--- config.mk ---
export PLATFORM = sky130hd
export DESIGN_NAME = dac_gain_and_ladder_control
export DESIGN_NICKNAME = d
export VERILOG_FILES = /design/src/hdl/pin_sync.v /design/src/hdl/dac_gain_and_ladder_control.v
export VERILOG_INCLUDE_DIRS = /design/src /design/src/shared
export SDC_FILE = /design/constraint.sdc
export NUM_CORES = 1
export LEC_CHECK = 0
export ABC_AREA = 1
export ABC_CLOCK_PERIOD_IN_PS = 1650
export BUFFER_PORTS_ARGS = -buffer_cell sky130_fd_sc_hd__buf_2
export CORE_MARGIN = 3
export CORE_UTILIZATION = 45
export DETAILED_ROUTE_END_ITERATION = 6
export GPL_ROUTABILITY_DRIVEN = 0
export MAX_ROUTING_LAYER = met4
export PLACE_DENSITY_LB_ADDON = 0.08
export SLEW_MARGIN = 20
export SYNTH_ARGS = -nofsm -noshare
export SYNTH_HDL_FRONTEND = slang
export SYNTH_SLANG_ARGS = --single-unit
--- constraint.sdc ---
create_clock -name clk_in -period 1.65 [get_ports clk_in]
set_input_delay 0.165 -clock clk_in [delete_from_list [all_inputs] [get_ports clk_in]]
set_output_delay 0.165 -clock clk_in [all_outputs]
set_load 0.02 [all_outputs]
--- src/shared/dac_ladder_consts.vh ---
// Register addresses, field positions and frame constants for the DAC control block.
// Included by the control module file of this block; holds definitions only.
`ifndef DAC_LADDER_CONSTS_VH
`define DAC_LADDER_CONSTS_VH

// Register addresses (5-bit serial address field)
`define ADDR_CODE_CH0 5'h00
`define ADDR_CODE_CH1 5'h01
`define ADDR_POWER_DOWN 5'h08
`define ADDR_GAIN_VOLATILE 5'h0A
`define ADDR_LOCK_STATUS 5'h0B
`define ADDR_GAIN_NONVOLATILE 5'h1A

// Field positions
`define GAIN_CH0_BIT 8
`define GAIN_CH1_BIT 9
`define PD_CH0_LSB 0
`define PD_CH1_LSB 2

// Reset values
`define GAIN_RESET 2'h0
`define PD_RESET 4'h0

// Command codes in bits 2:1 of the command byte
`define CMD_WRITE 2'h0
`define CMD_READ 2'h3

// Frame layout: 8 command bits then 16 data bits
`define CMD_BITS 5'h08
`define FRAME_BITS 5'h18

`endif

--- src/hdl/pin_sync.v ---
// Three-stage synchroniser with agreement filter for one pin input.
// Assumes the pin is asynchronous to clk_in; output is a clean level on clk_in.
`timescale 1ns/1ps

module pin_sync #(
   parameter RESET_LEVEL = 1'b0
) (
   // Clock and reset
   input wire clk_in,
   input wire nrst_in,
   // Pin and filtered level
   input wire pin_in,
   output reg level_out
);

   reg stage1;
   reg stage2;
   reg stage3;

   // First stage feeds only the second; the level moves once stages two and three agree
   always @(posedge clk_in) begin
      if (!nrst_in) begin
         stage1 <= RESET_LEVEL;
         stage2 <= RESET_LEVEL;
         stage3 <= RESET_LEVEL;
         level_out <= RESET_LEVEL;
      end else begin
         stage1 <= pin_in;
         stage2 <= stage1;
         stage3 <= stage2;
         if (stage2 == stage3) begin
            level_out <= stage3;
         end
      end
   end

endmodule // pin_sync

--- src/hdl/dac_gain_and_ladder_control.v ---
// Serial register bank and ladder control for a one- or two-channel resistor-ladder DAC.
// Assumes an SPI mode 0 host far slower than clk_in (at least 8 clocks per serial half period).
`timescale 1ns/1ps
`include "dac_ladder_consts.vh"

module dac_gain_and_ladder_control #(
   parameter RES_BITS = 12,
   parameter TWO_CH = 1,
   parameter [1:0] NV_GAIN_STORED = 2'h0
) (
   // Clock and reset
   input wire clk_in,
   input wire nrst_in,
   // Serial pins
   input wire sclk_in,
   input wire cs_n_in,
   input wire mosi_in,
   output reg miso_out,
   output reg miso_oe_out,
   // Lock setup from configuration memory, {ch1_b, ch1_a, ch0_b, ch0_a}
   input wire [3:0] lock_cfg_in,
   // Analog control
   output reg [RES_BITS-1:0] tap_ch0_out,
   output reg [RES_BITS-1:0] tap_ch1_out,
   output reg gain_sel_ch0_out,
   output reg gain_sel_ch1_out,
   output reg ref_connect_ch0_out,
   output reg ref_connect_ch1_out
);

   // Ladder size and field masks for this build
   localparam [12:0] LADDER_ELEMENTS = 13'h0001 << RES_BITS;
   localparam [RES_BITS-1:0] TAP_MAX = LADDER_ELEMENTS[RES_BITS-1:0] - 1'b1;
   localparam [1:0] GAIN_MASK = TWO_CH ? 2'h3 : 2'h1;
   localparam [3:0] PD_MASK = TWO_CH ? 4'hF : 4'h3;

   // Synchronised pins
   // Reset levels match the idle pins, so no false edge or select follows reset
   wire sclk_lvl;
   wire cs_n_lvl;
   wire mosi_lvl;

   pin_sync #(.RESET_LEVEL(1'b0)) sync_sclk (
      .clk_in(clk_in),
      .nrst_in(nrst_in),
      .pin_in(sclk_in),
      .level_out(sclk_lvl)
   );
   pin_sync #(.RESET_LEVEL(1'b1)) sync_cs (
      .clk_in(clk_in),
      .nrst_in(nrst_in),
      .pin_in(cs_n_in),
      .level_out(cs_n_lvl)
   );
   pin_sync #(.RESET_LEVEL(1'b0)) sync_mosi (
      .clk_in(clk_in),
      .nrst_in(nrst_in),
      .pin_in(mosi_in),
      .level_out(mosi_lvl)
   );

   // Register state
   // Lock flags are not stored here; they are read live from the setup input
   reg [RES_BITS-1:0] code_ch0;
   reg [RES_BITS-1:0] code_ch1;
   reg [3:0] power_down;
   reg [1:0] gain_vol;
   reg [1:0] gain_nv;
   reg recall_pending;

   // Serial engine state
   reg sclk_prev;
   reg [4:0] bit_count;
   reg [23:0] rx_shift;
   reg [15:0] tx_shift;
   reg reading;

   wire rise = sclk_lvl & ~sclk_prev;
   wire fall = ~sclk_lvl & sclk_prev;
   wire [23:0] rx_next = {rx_shift[22:0], mosi_lvl};
   wire [4:0] cmd_addr = rx_next[7:3];
   wire [1:0] cmd_code = rx_next[2:1];
   wire [4:0] wr_addr = rx_next[23:19];
   wire [1:0] wr_code = rx_next[18:17];
   wire [15:0] wr_data = rx_next[15:0];
   // Frame still taking bits; rises past the last data bit are ignored
   wire frame_open = (bit_count != `FRAME_BITS);

   // Gain word; only the gain bits of present channels can ever read as one
   function [15:0] gain_word;
      input [1:0] gain;
      begin
         gain_word = 16'h0000;
         gain_word[`GAIN_CH0_BIT] = gain[0];
         gain_word[`GAIN_CH1_BIT] = gain[1] & GAIN_MASK[1];
      end
   endfunction

   // Code field of a write; bits above the resolution are dropped, never clamped
   function [RES_BITS-1:0] code_field;
      input [15:0] data;
      begin
         code_field = data[RES_BITS-1:0] & TAP_MAX;
      end
   endfunction

   // Ladder stays tied to the reference only while both power-down bits are clear
   function ladder_live;
      input [1:0] pd_pair;
      begin
         ladder_live = (pd_pair == 2'h0);
      end
   endfunction

   // Readback mux; unused positions fold to zero
   function [15:0] read_word;
      input [4:0] addr;
      begin
         case (addr)
            `ADDR_CODE_CH0: read_word = {{(16-RES_BITS){1'b0}}, code_ch0};
            `ADDR_CODE_CH1: read_word = TWO_CH ? {{(16-RES_BITS){1'b0}}, code_ch1} : 16'h0000;
            `ADDR_POWER_DOWN: read_word = {12'h000, power_down & PD_MASK};
            `ADDR_GAIN_VOLATILE: read_word = gain_word(gain_vol);
            `ADDR_LOCK_STATUS: read_word = {12'h000, lock_cfg_in & PD_MASK};
            `ADDR_GAIN_NONVOLATILE: read_word = gain_word(gain_nv);
            default: read_word = 16'h0000;
         endcase
      end
   endfunction

   // Serial frame: command byte, then 16 data bits in or out
   always @(posedge clk_in) begin
      if (!nrst_in) begin
         sclk_prev <= 1'b0;
         bit_count <= 5'h00;
         rx_shift <= 24'h000000;
         tx_shift <= 16'h0000;
         reading <= 1'b0;
         miso_out <= 1'b0;
         miso_oe_out <= 1'b0;
      end else begin
         sclk_prev <= sclk_lvl;
         if (cs_n_lvl) begin
            // Deselect aborts any partial frame; nothing is committed
            bit_count <= 5'h00;
            reading <= 1'b0;
            miso_oe_out <= 1'b0;
            miso_out <= 1'b0;
         end else begin
            if (rise && frame_open) begin
               rx_shift <= rx_next;
               bit_count <= bit_count + 5'h01;
               // Read word is fetched at the eighth rise, before the first data fall
               if (bit_count == `CMD_BITS - 5'h01 && cmd_code == `CMD_READ) begin
                  reading <= 1'b1;
                  tx_shift <= read_word(cmd_addr);
               end
            end
            // Mode 0: data changes on the falling edge, host samples on the rising
            if (fall && reading && frame_open) begin
               miso_out <= tx_shift[15];
               miso_oe_out <= 1'b1;
               tx_shift <= {tx_shift[14:0], 1'b0};
            end
         end
      end
   end

   // Only a full write frame commits; reads and unknown codes never do
   wire commit = !cs_n_lvl && rise && bit_count == `FRAME_BITS - 5'h01 && wr_code == `CMD_WRITE;

   // Register writes, gain recall after reset
   always @(posedge clk_in) begin
      if (!nrst_in) begin
         code_ch0 <= {RES_BITS{1'b0}};
         code_ch1 <= {RES_BITS{1'b0}};
         power_down <= `PD_RESET;
         gain_vol <= `GAIN_RESET;
         gain_nv <= NV_GAIN_STORED;
         recall_pending <= 1'b1;
      end else begin
         // Recall runs once, on the first clock after reset
         recall_pending <= 1'b0;
         if (recall_pending) begin
            gain_vol <= gain_nv & GAIN_MASK;
         end
         if (commit) begin
            case (wr_addr)
               // Upper data bits are dropped, so the code tops out at TAP_MAX
               `ADDR_CODE_CH0: code_ch0 <= code_field(wr_data);
               `ADDR_CODE_CH1: if (TWO_CH) code_ch1 <= code_field(wr_data);
               `ADDR_POWER_DOWN: power_down <= wr_data[3:0] & PD_MASK;
               `ADDR_GAIN_VOLATILE: gain_vol <= wr_data[9:8] & GAIN_MASK;
               `ADDR_GAIN_NONVOLATILE: gain_nv <= wr_data[9:8] & GAIN_MASK;
               default: ; // Lock status and unmapped addresses ignore writes
            endcase
         end
      end
   end

   // Analog controls, registered so they stay glitch-free
   always @(posedge clk_in) begin
      if (!nrst_in) begin
         tap_ch0_out <= {RES_BITS{1'b0}};
         tap_ch1_out <= {RES_BITS{1'b0}};
         gain_sel_ch0_out <= 1'b0;
         gain_sel_ch1_out <= 1'b0;
         ref_connect_ch0_out <= 1'b0;
         ref_connect_ch1_out <= 1'b0;
      end else begin
         // Single-channel builds hold every channel one control at zero
         tap_ch0_out <= code_ch0;
         tap_ch1_out <= TWO_CH ? code_ch1 : {RES_BITS{1'b0}};
         gain_sel_ch0_out <= gain_vol[`GAIN_CH0_BIT-8];
         gain_sel_ch1_out <= TWO_CH ? gain_vol[`GAIN_CH1_BIT-8] : 1'b0;
         ref_connect_ch0_out <= ladder_live(power_down[`PD_CH0_LSB+1:`PD_CH0_LSB]);
         ref_connect_ch1_out <= TWO_CH ? ladder_live(power_down[`PD_CH1_LSB+1:`PD_CH1_LSB]) : 1'b0;
      end
   end

endmodule // dac_gain_and_ladder_control

=== Word-level counts from Yosys, hierarchy flattened ===
Cells that the tools add are included.
Widths: inputs -> output; s select.

* Register bits: 121
* Output and inout port bits: 30
* Logic and storage cells: 85

* Add/sub/neg operators: 1
* Eq/ne operators: 16
* Muxes and demuxes: 8
* Bitwise gates (word level): 6
* Reductions and logical operators: 23

{| class="wikitable"
|+ Operators by type and width
! cell !! number
|-
| $pmux 12 s6 || 1
|-
| $mux 16 || 3
|-
| $eq 5x4->1 const B || 5
|-
| $eq 5x5->1 const B || 3
|-
| $reduce_and 2->1 || 6
|-
| $eq 5x1->1 const B || 2
|-
| $logic_not 5->1 || 2
|-
| $logic_and 1x1->1 || 7
|-
| $logic_not 2->1 || 3
|-
| $mux 2 || 3
|-
| $add 5x1->5 const B || 1
|-
| $eq 5x3->1 const B || 1
|-
| $ne 5x5->1 const B || 1
|-
| $not 1->1 || 4
|-
| $reduce_bool 2->1 || 2
|-
| $eq 1x1->1 || 3
|-
| $reduce_and 3->1 || 1
|-
| $and 1x1->1 || 2
|-
| $eq 2x2->1 const B || 1
|-
| $reduce_or 2->1 || 1
|-
| $logic_not 1->1 || 1
|-
| $mux 1 || 1
|}

=== Longest topological paths before layout ===
* Word-level depth: 6
* Depth in mapped cells: 11
* Gate-level depth less buffers: 10

=== Modules after synthesis ===
From an unflattened synthesis, not the netlist that was laid out.

* Cells, all modules: 654
* Area total of the unflattened synthesis: 4,800.9 um2

{| class="wikitable"
|+ Modules (own cells, without submodules)
! module !! instances !! cells each !! area an instance (um2)
|-
| dac_gain_and_ladder_control || 1 || 611 || 4,434.3
|-
| pin_sync (sync_mosi ...) || 2 || 13 || 116.4
|-
| pin_sync (sync_cs) || 1 || 17 || 133.9
|}

=== Least setup slack after synthesis ===
No wires, ideal clock.

* Kind: reg-to-reg
* Start: register bit_count[0]
* End: register tx_shift[9]
* Data arrival time: 1.347 ns
* Slack: 0.189 ns
* Stages on the path, launching flop included: 12
* Buffers on the path: 1
* Cell sequence: dfxtp_1 inv_1 ha_1 nand2_1 nor2_2 nor2_4 nand3_2 nand2_4 buf_6 nand2_1 nor2_1 nor2_1

* Longest elaborated chain between the ends: 4
* Elaborated cells between the ends (all ways): 9
* Classes of those cells: eq/ne: 2; mux: 1; reduce/logical: 6

{| class="wikitable"
|+ Ends and longest elaborated chain
! item !! line !! RTL
|-
| start, declared || dac_gain_and_ladder_control.v:73 || <nowiki>reg [4:0] bit_count;</nowiki>
|-
| start signal, assigned || dac_gain_and_ladder_control.v:152 || <nowiki>bit_count <= bit_count + 5'h01;</nowiki>
|-
| $eq 5x3->1 / $ne 5x5->1 (equally long branches) || n/a ||
|-
| $logic_and 1x1->1, on equally long branches || n/a ||
|-
| $reduce_bool 2->1 (no source line) || n/a ||
|-
| $reduce_and 3->1 (no source line) || n/a ||
|-
| end signal, assigned || dac_gain_and_ladder_control.v:156 || <nowiki>tx_shift <= read_word(cmd_addr);</nowiki>
|-
| end signal, assigned || dac_gain_and_ladder_control.v:163 || <nowiki>tx_shift <= {tx_shift[14:0], 1'b0};</nowiki>
|-
| end, declared || dac_gain_and_ladder_control.v:75 || <nowiki>reg [15:0] tx_shift;</nowiki>
|}

Several ways; a longest one is shown, not always the timed one.
A chain may end at the register's enable or synchronous reset.

=== Worst setup path in the final report ===
* Start: register bit_count[1]
* End: register tx_shift[2]

Same word-level chain as after synthesis.

==> impl_metrics.env <==
export IMPL_clkTransAtPathRegs_ns=0.06
export IMPL_cp_arrival_ns=1.94
export IMPL_start_util_pct=47.51
export IMPL_p_per_area_nw_per_um2=1130
export IMPL_yosys_warnings=0
export IMPL_worst_pin_slew_ns=0.5450
export IMPL_clock_fmax_mhz=653.7
export IMPL_synth_cell_types=31
export IMPL_post_route_util_pct=59.64
export IMPL_ir_drop_uv=497.1
export IMPL_synth_avg_cell_area_um2=7.635
export IMPL_status="completed"
export IMPL_antenna_left=0
export IMPL_num_rows=36
export IMPL_switchingPower_mw=1.328
export IMPL_holdCritPathClass="input pin to register"
export IMPL_pin_count=39
export IMPL_hold_violations=0
export IMPL_grt_max_degree=74
export IMPL_overflow=0
export IMPL_portBuffers=38
export IMPL_cts_tree="yes"
export IMPL_layout_min_cycle_time_ns=1.530
export IMPL_path_class="register to register"
export IMPL_clkLatencyLatePin_ns=0.52
export IMPL_drt_pass1_iter_count=5
export IMPL_core_area_um2=10040
export IMPL_h_tree_depth=4
export IMPL_internal_power_mw=5.442
export IMPL_drc_errors=0
export IMPL_die_y_um=109.0
export IMPL_ys_seq_elements=121
export IMPL_wl_per_cell_um=13.60
export IMPL_cap_violations=0
export IMPL_nets=696
export IMPL_worstPathMaxFanout=6
export IMPL_place_inst=788
export IMPL_period_share_pct=92.71
export IMPL_hpwl_um=7326
export IMPL_synth_area_leaders="dfxtp_1 (51%), nand2_1 (10%), nor2_1 (7.9%), o21ai_1 (4.9%), a21oi_1 (4.5%)"
export IMPL_drive_above_1_share_pct=20.49
export IMPL_critPathLaunchType="register"
export IMPL_finalNonFillerCells=831
export IMPL_cts_buffer_depth=2
export IMPL_cts_root_buf="clkbuf_8"
export IMPL_layout_commonest_cell="nand2_1"
export IMPL_synth_top_area_share_pct=50.76
export IMPL_final_cell_mix="nand2_1 (124), dfxtp_1 (119), nor2_1 (99), inv_1 (54), o21ai_1 (47)"
export IMPL_power_leakage_nw=2.722
export IMPL_slew_headroom_pct=63.37
export IMPL_num_vias=4165
export IMPL_numCtsBuffers=17
export IMPL_die_area_um2=11880
export IMPL_seq_area_frac_synth_pct=50.76
export IMPL_grt_pass1_wl_um=18350
export IMPL_p_clk_share_pct=55.0
export IMPL_setup_viol=0
export IMPL_synth_top_cell_by_area="dfxtp_1"
export IMPL_end_kind="register"
export IMPL_antenna_found_initial=0
export IMPL_grt_usage_pct=20.60
export IMPL_power_frac_seq_pct=43.4
export IMPL_synth_nets=636
export IMPL_fp_dieW_um=109.0
export IMPL_p_total_mw=6.769
export IMPL_required_ns=2.06
export IMPL_first_iter_violations=229
export IMPL_p_comb_share_pct=1.6
export IMPL_final_setup_skew_ns=0.006878
export IMPL_syn_inst=625
export IMPL_vias_per_cell=5.012
export IMPL_diodes=0
export IMPL_cts_sinks=121
export IMPL_slew_violations=0
export IMPL_switching_share_pct=19.61
export IMPL_wl_um=11300
export IMPL_synthToLayoutAreaGrowth_pct=25.54
export IMPL_mappedNetlistArea_um2=4772
export IMPL_grt_pass1_vias=3777
[final cells by class]
type	instances	area (um^2)
Clock buffer	26	528.0
Clock inverter	6	82.58
Fill cell	867	4054
Inverter	65	259.0
Multi-Input combinational cell	413	2048
Sequential cell	121	2425
Tap cell	133	166.4
Timing Repair Buffer	67	481.7
[registers in the layout, indices dropped and copies added, names as in the netlist, 2 cells and up]
signal	flops
rx_shift	23
tx_shift	16
code_ch0	12
code_ch1	12
tap_ch0_out	12
tap_ch1_out	12
bit_count	5
power_down	4
gain_nv	2
gain_vol	2
[cell families (layout without fill, tap and decap cells)]
logic type,count (synthesis),after routing,synth area share (%)
buffers and inverters,93,164,8.469
AOI/OAI and AO/OA,101,101,10.70
DFF,121,121,50.76
adders and majority gates,2,2,0.5243
and+or+nand+nor,306,308,29.08
muxes,2,2,0.4719
[Yosys cell counts]
master and count:
dfxtp_1 121, inv_2 7, nor4_2 3, a21oi_1 43, nor3_2 2, nand3_1 31
nand2_2 2, nor2_1 101, nor3_1 2, buf_4 1, nand2_1 127, o21bai_1 1
nand2_4 4, clkbuf_1 9, inv_1 56, nand4_1 19, o21ai_1 47, buf_2 9
clkinv_2 2, nor2_2 4, a211oi_1 1, o21ai_0 9, buf_6 5, ha_1 2
nor2_4 3, or2_2 3, mux2_2 2, nand3b_1 2, nor2_8 1, buf_1 4
nand3_2 2
[worst paths after layout]
| path | slack [ns] | to | depth (start not counted) | from |
|---|---|---|---|---|
| setup / recovery | 0.12 | tx_shift[2] | 8 | bit_count[1] |
| setup reg to reg | 0.12 | tx_shift[2] | 8 | bit_count[1] |
| hold / removal | 0.06 | gain_sel_ch0_out | 3 | nrst_in |
| hold reg to reg | 0.41 | sync_mosi.stage2 | 2 | sync_mosi.stage1 |
[through the flow]
stage	worst slack [ns]	TNS, ns	cell area, um^2	hold WS (ns)
final	0.1203	0	5991	0.05706
after global routing	-0.01485	-0.01873	5991	0.06337
after CTS	0.01915	0	5799	0.04523
after detailed placement	0.03513	0	5159	0.3516
after global placement	0.05896	0	5159	0.3488
after floorplan	0.1890	0	4772	0.2626
[power groups by stage]
stage	Combinational (mW)	Sequential (mW)	Clock, mW
2_1_floorplan	0.0622	3.01	0
3_3_place_gp	0.101	3.00	0
3_5_place_dp	0.102	3.00	0
4_1_cts	0.108	2.94	3.77
5_1_grt	0.121	2.94	3.92
6_report	0.107	2.94	3.72
[worst max-delay path: stages (launching register included)]
cell	delay (ns)
dfxtp_2	0.34
ha_1	0.20
nand3_2	0.11
nor2_2	0.20
nand3_4	0.20
nand2_4	0.16
nand2_1	0.06
nor2_1	0.09
nor2_1	0.05
[per-layer routing]
metal | share of wire (%) | GRT usage, %
met2 | 49 | 33.38
met1 | 45 | 25.18
met4 | 0.94 | 5.951
met3 | 4.9 | 5.684
met5 | 0 | -
[what timing repair did]
action                                 4_1_cts  5_1_grt
gates resized for setup                      0       27
setup buffers                                0        5
setup endpoints to repair                    0       49
hold buffers                                 3        0
endpoints found under the hold margin        3        0
(Power assumes the default switching activity.)
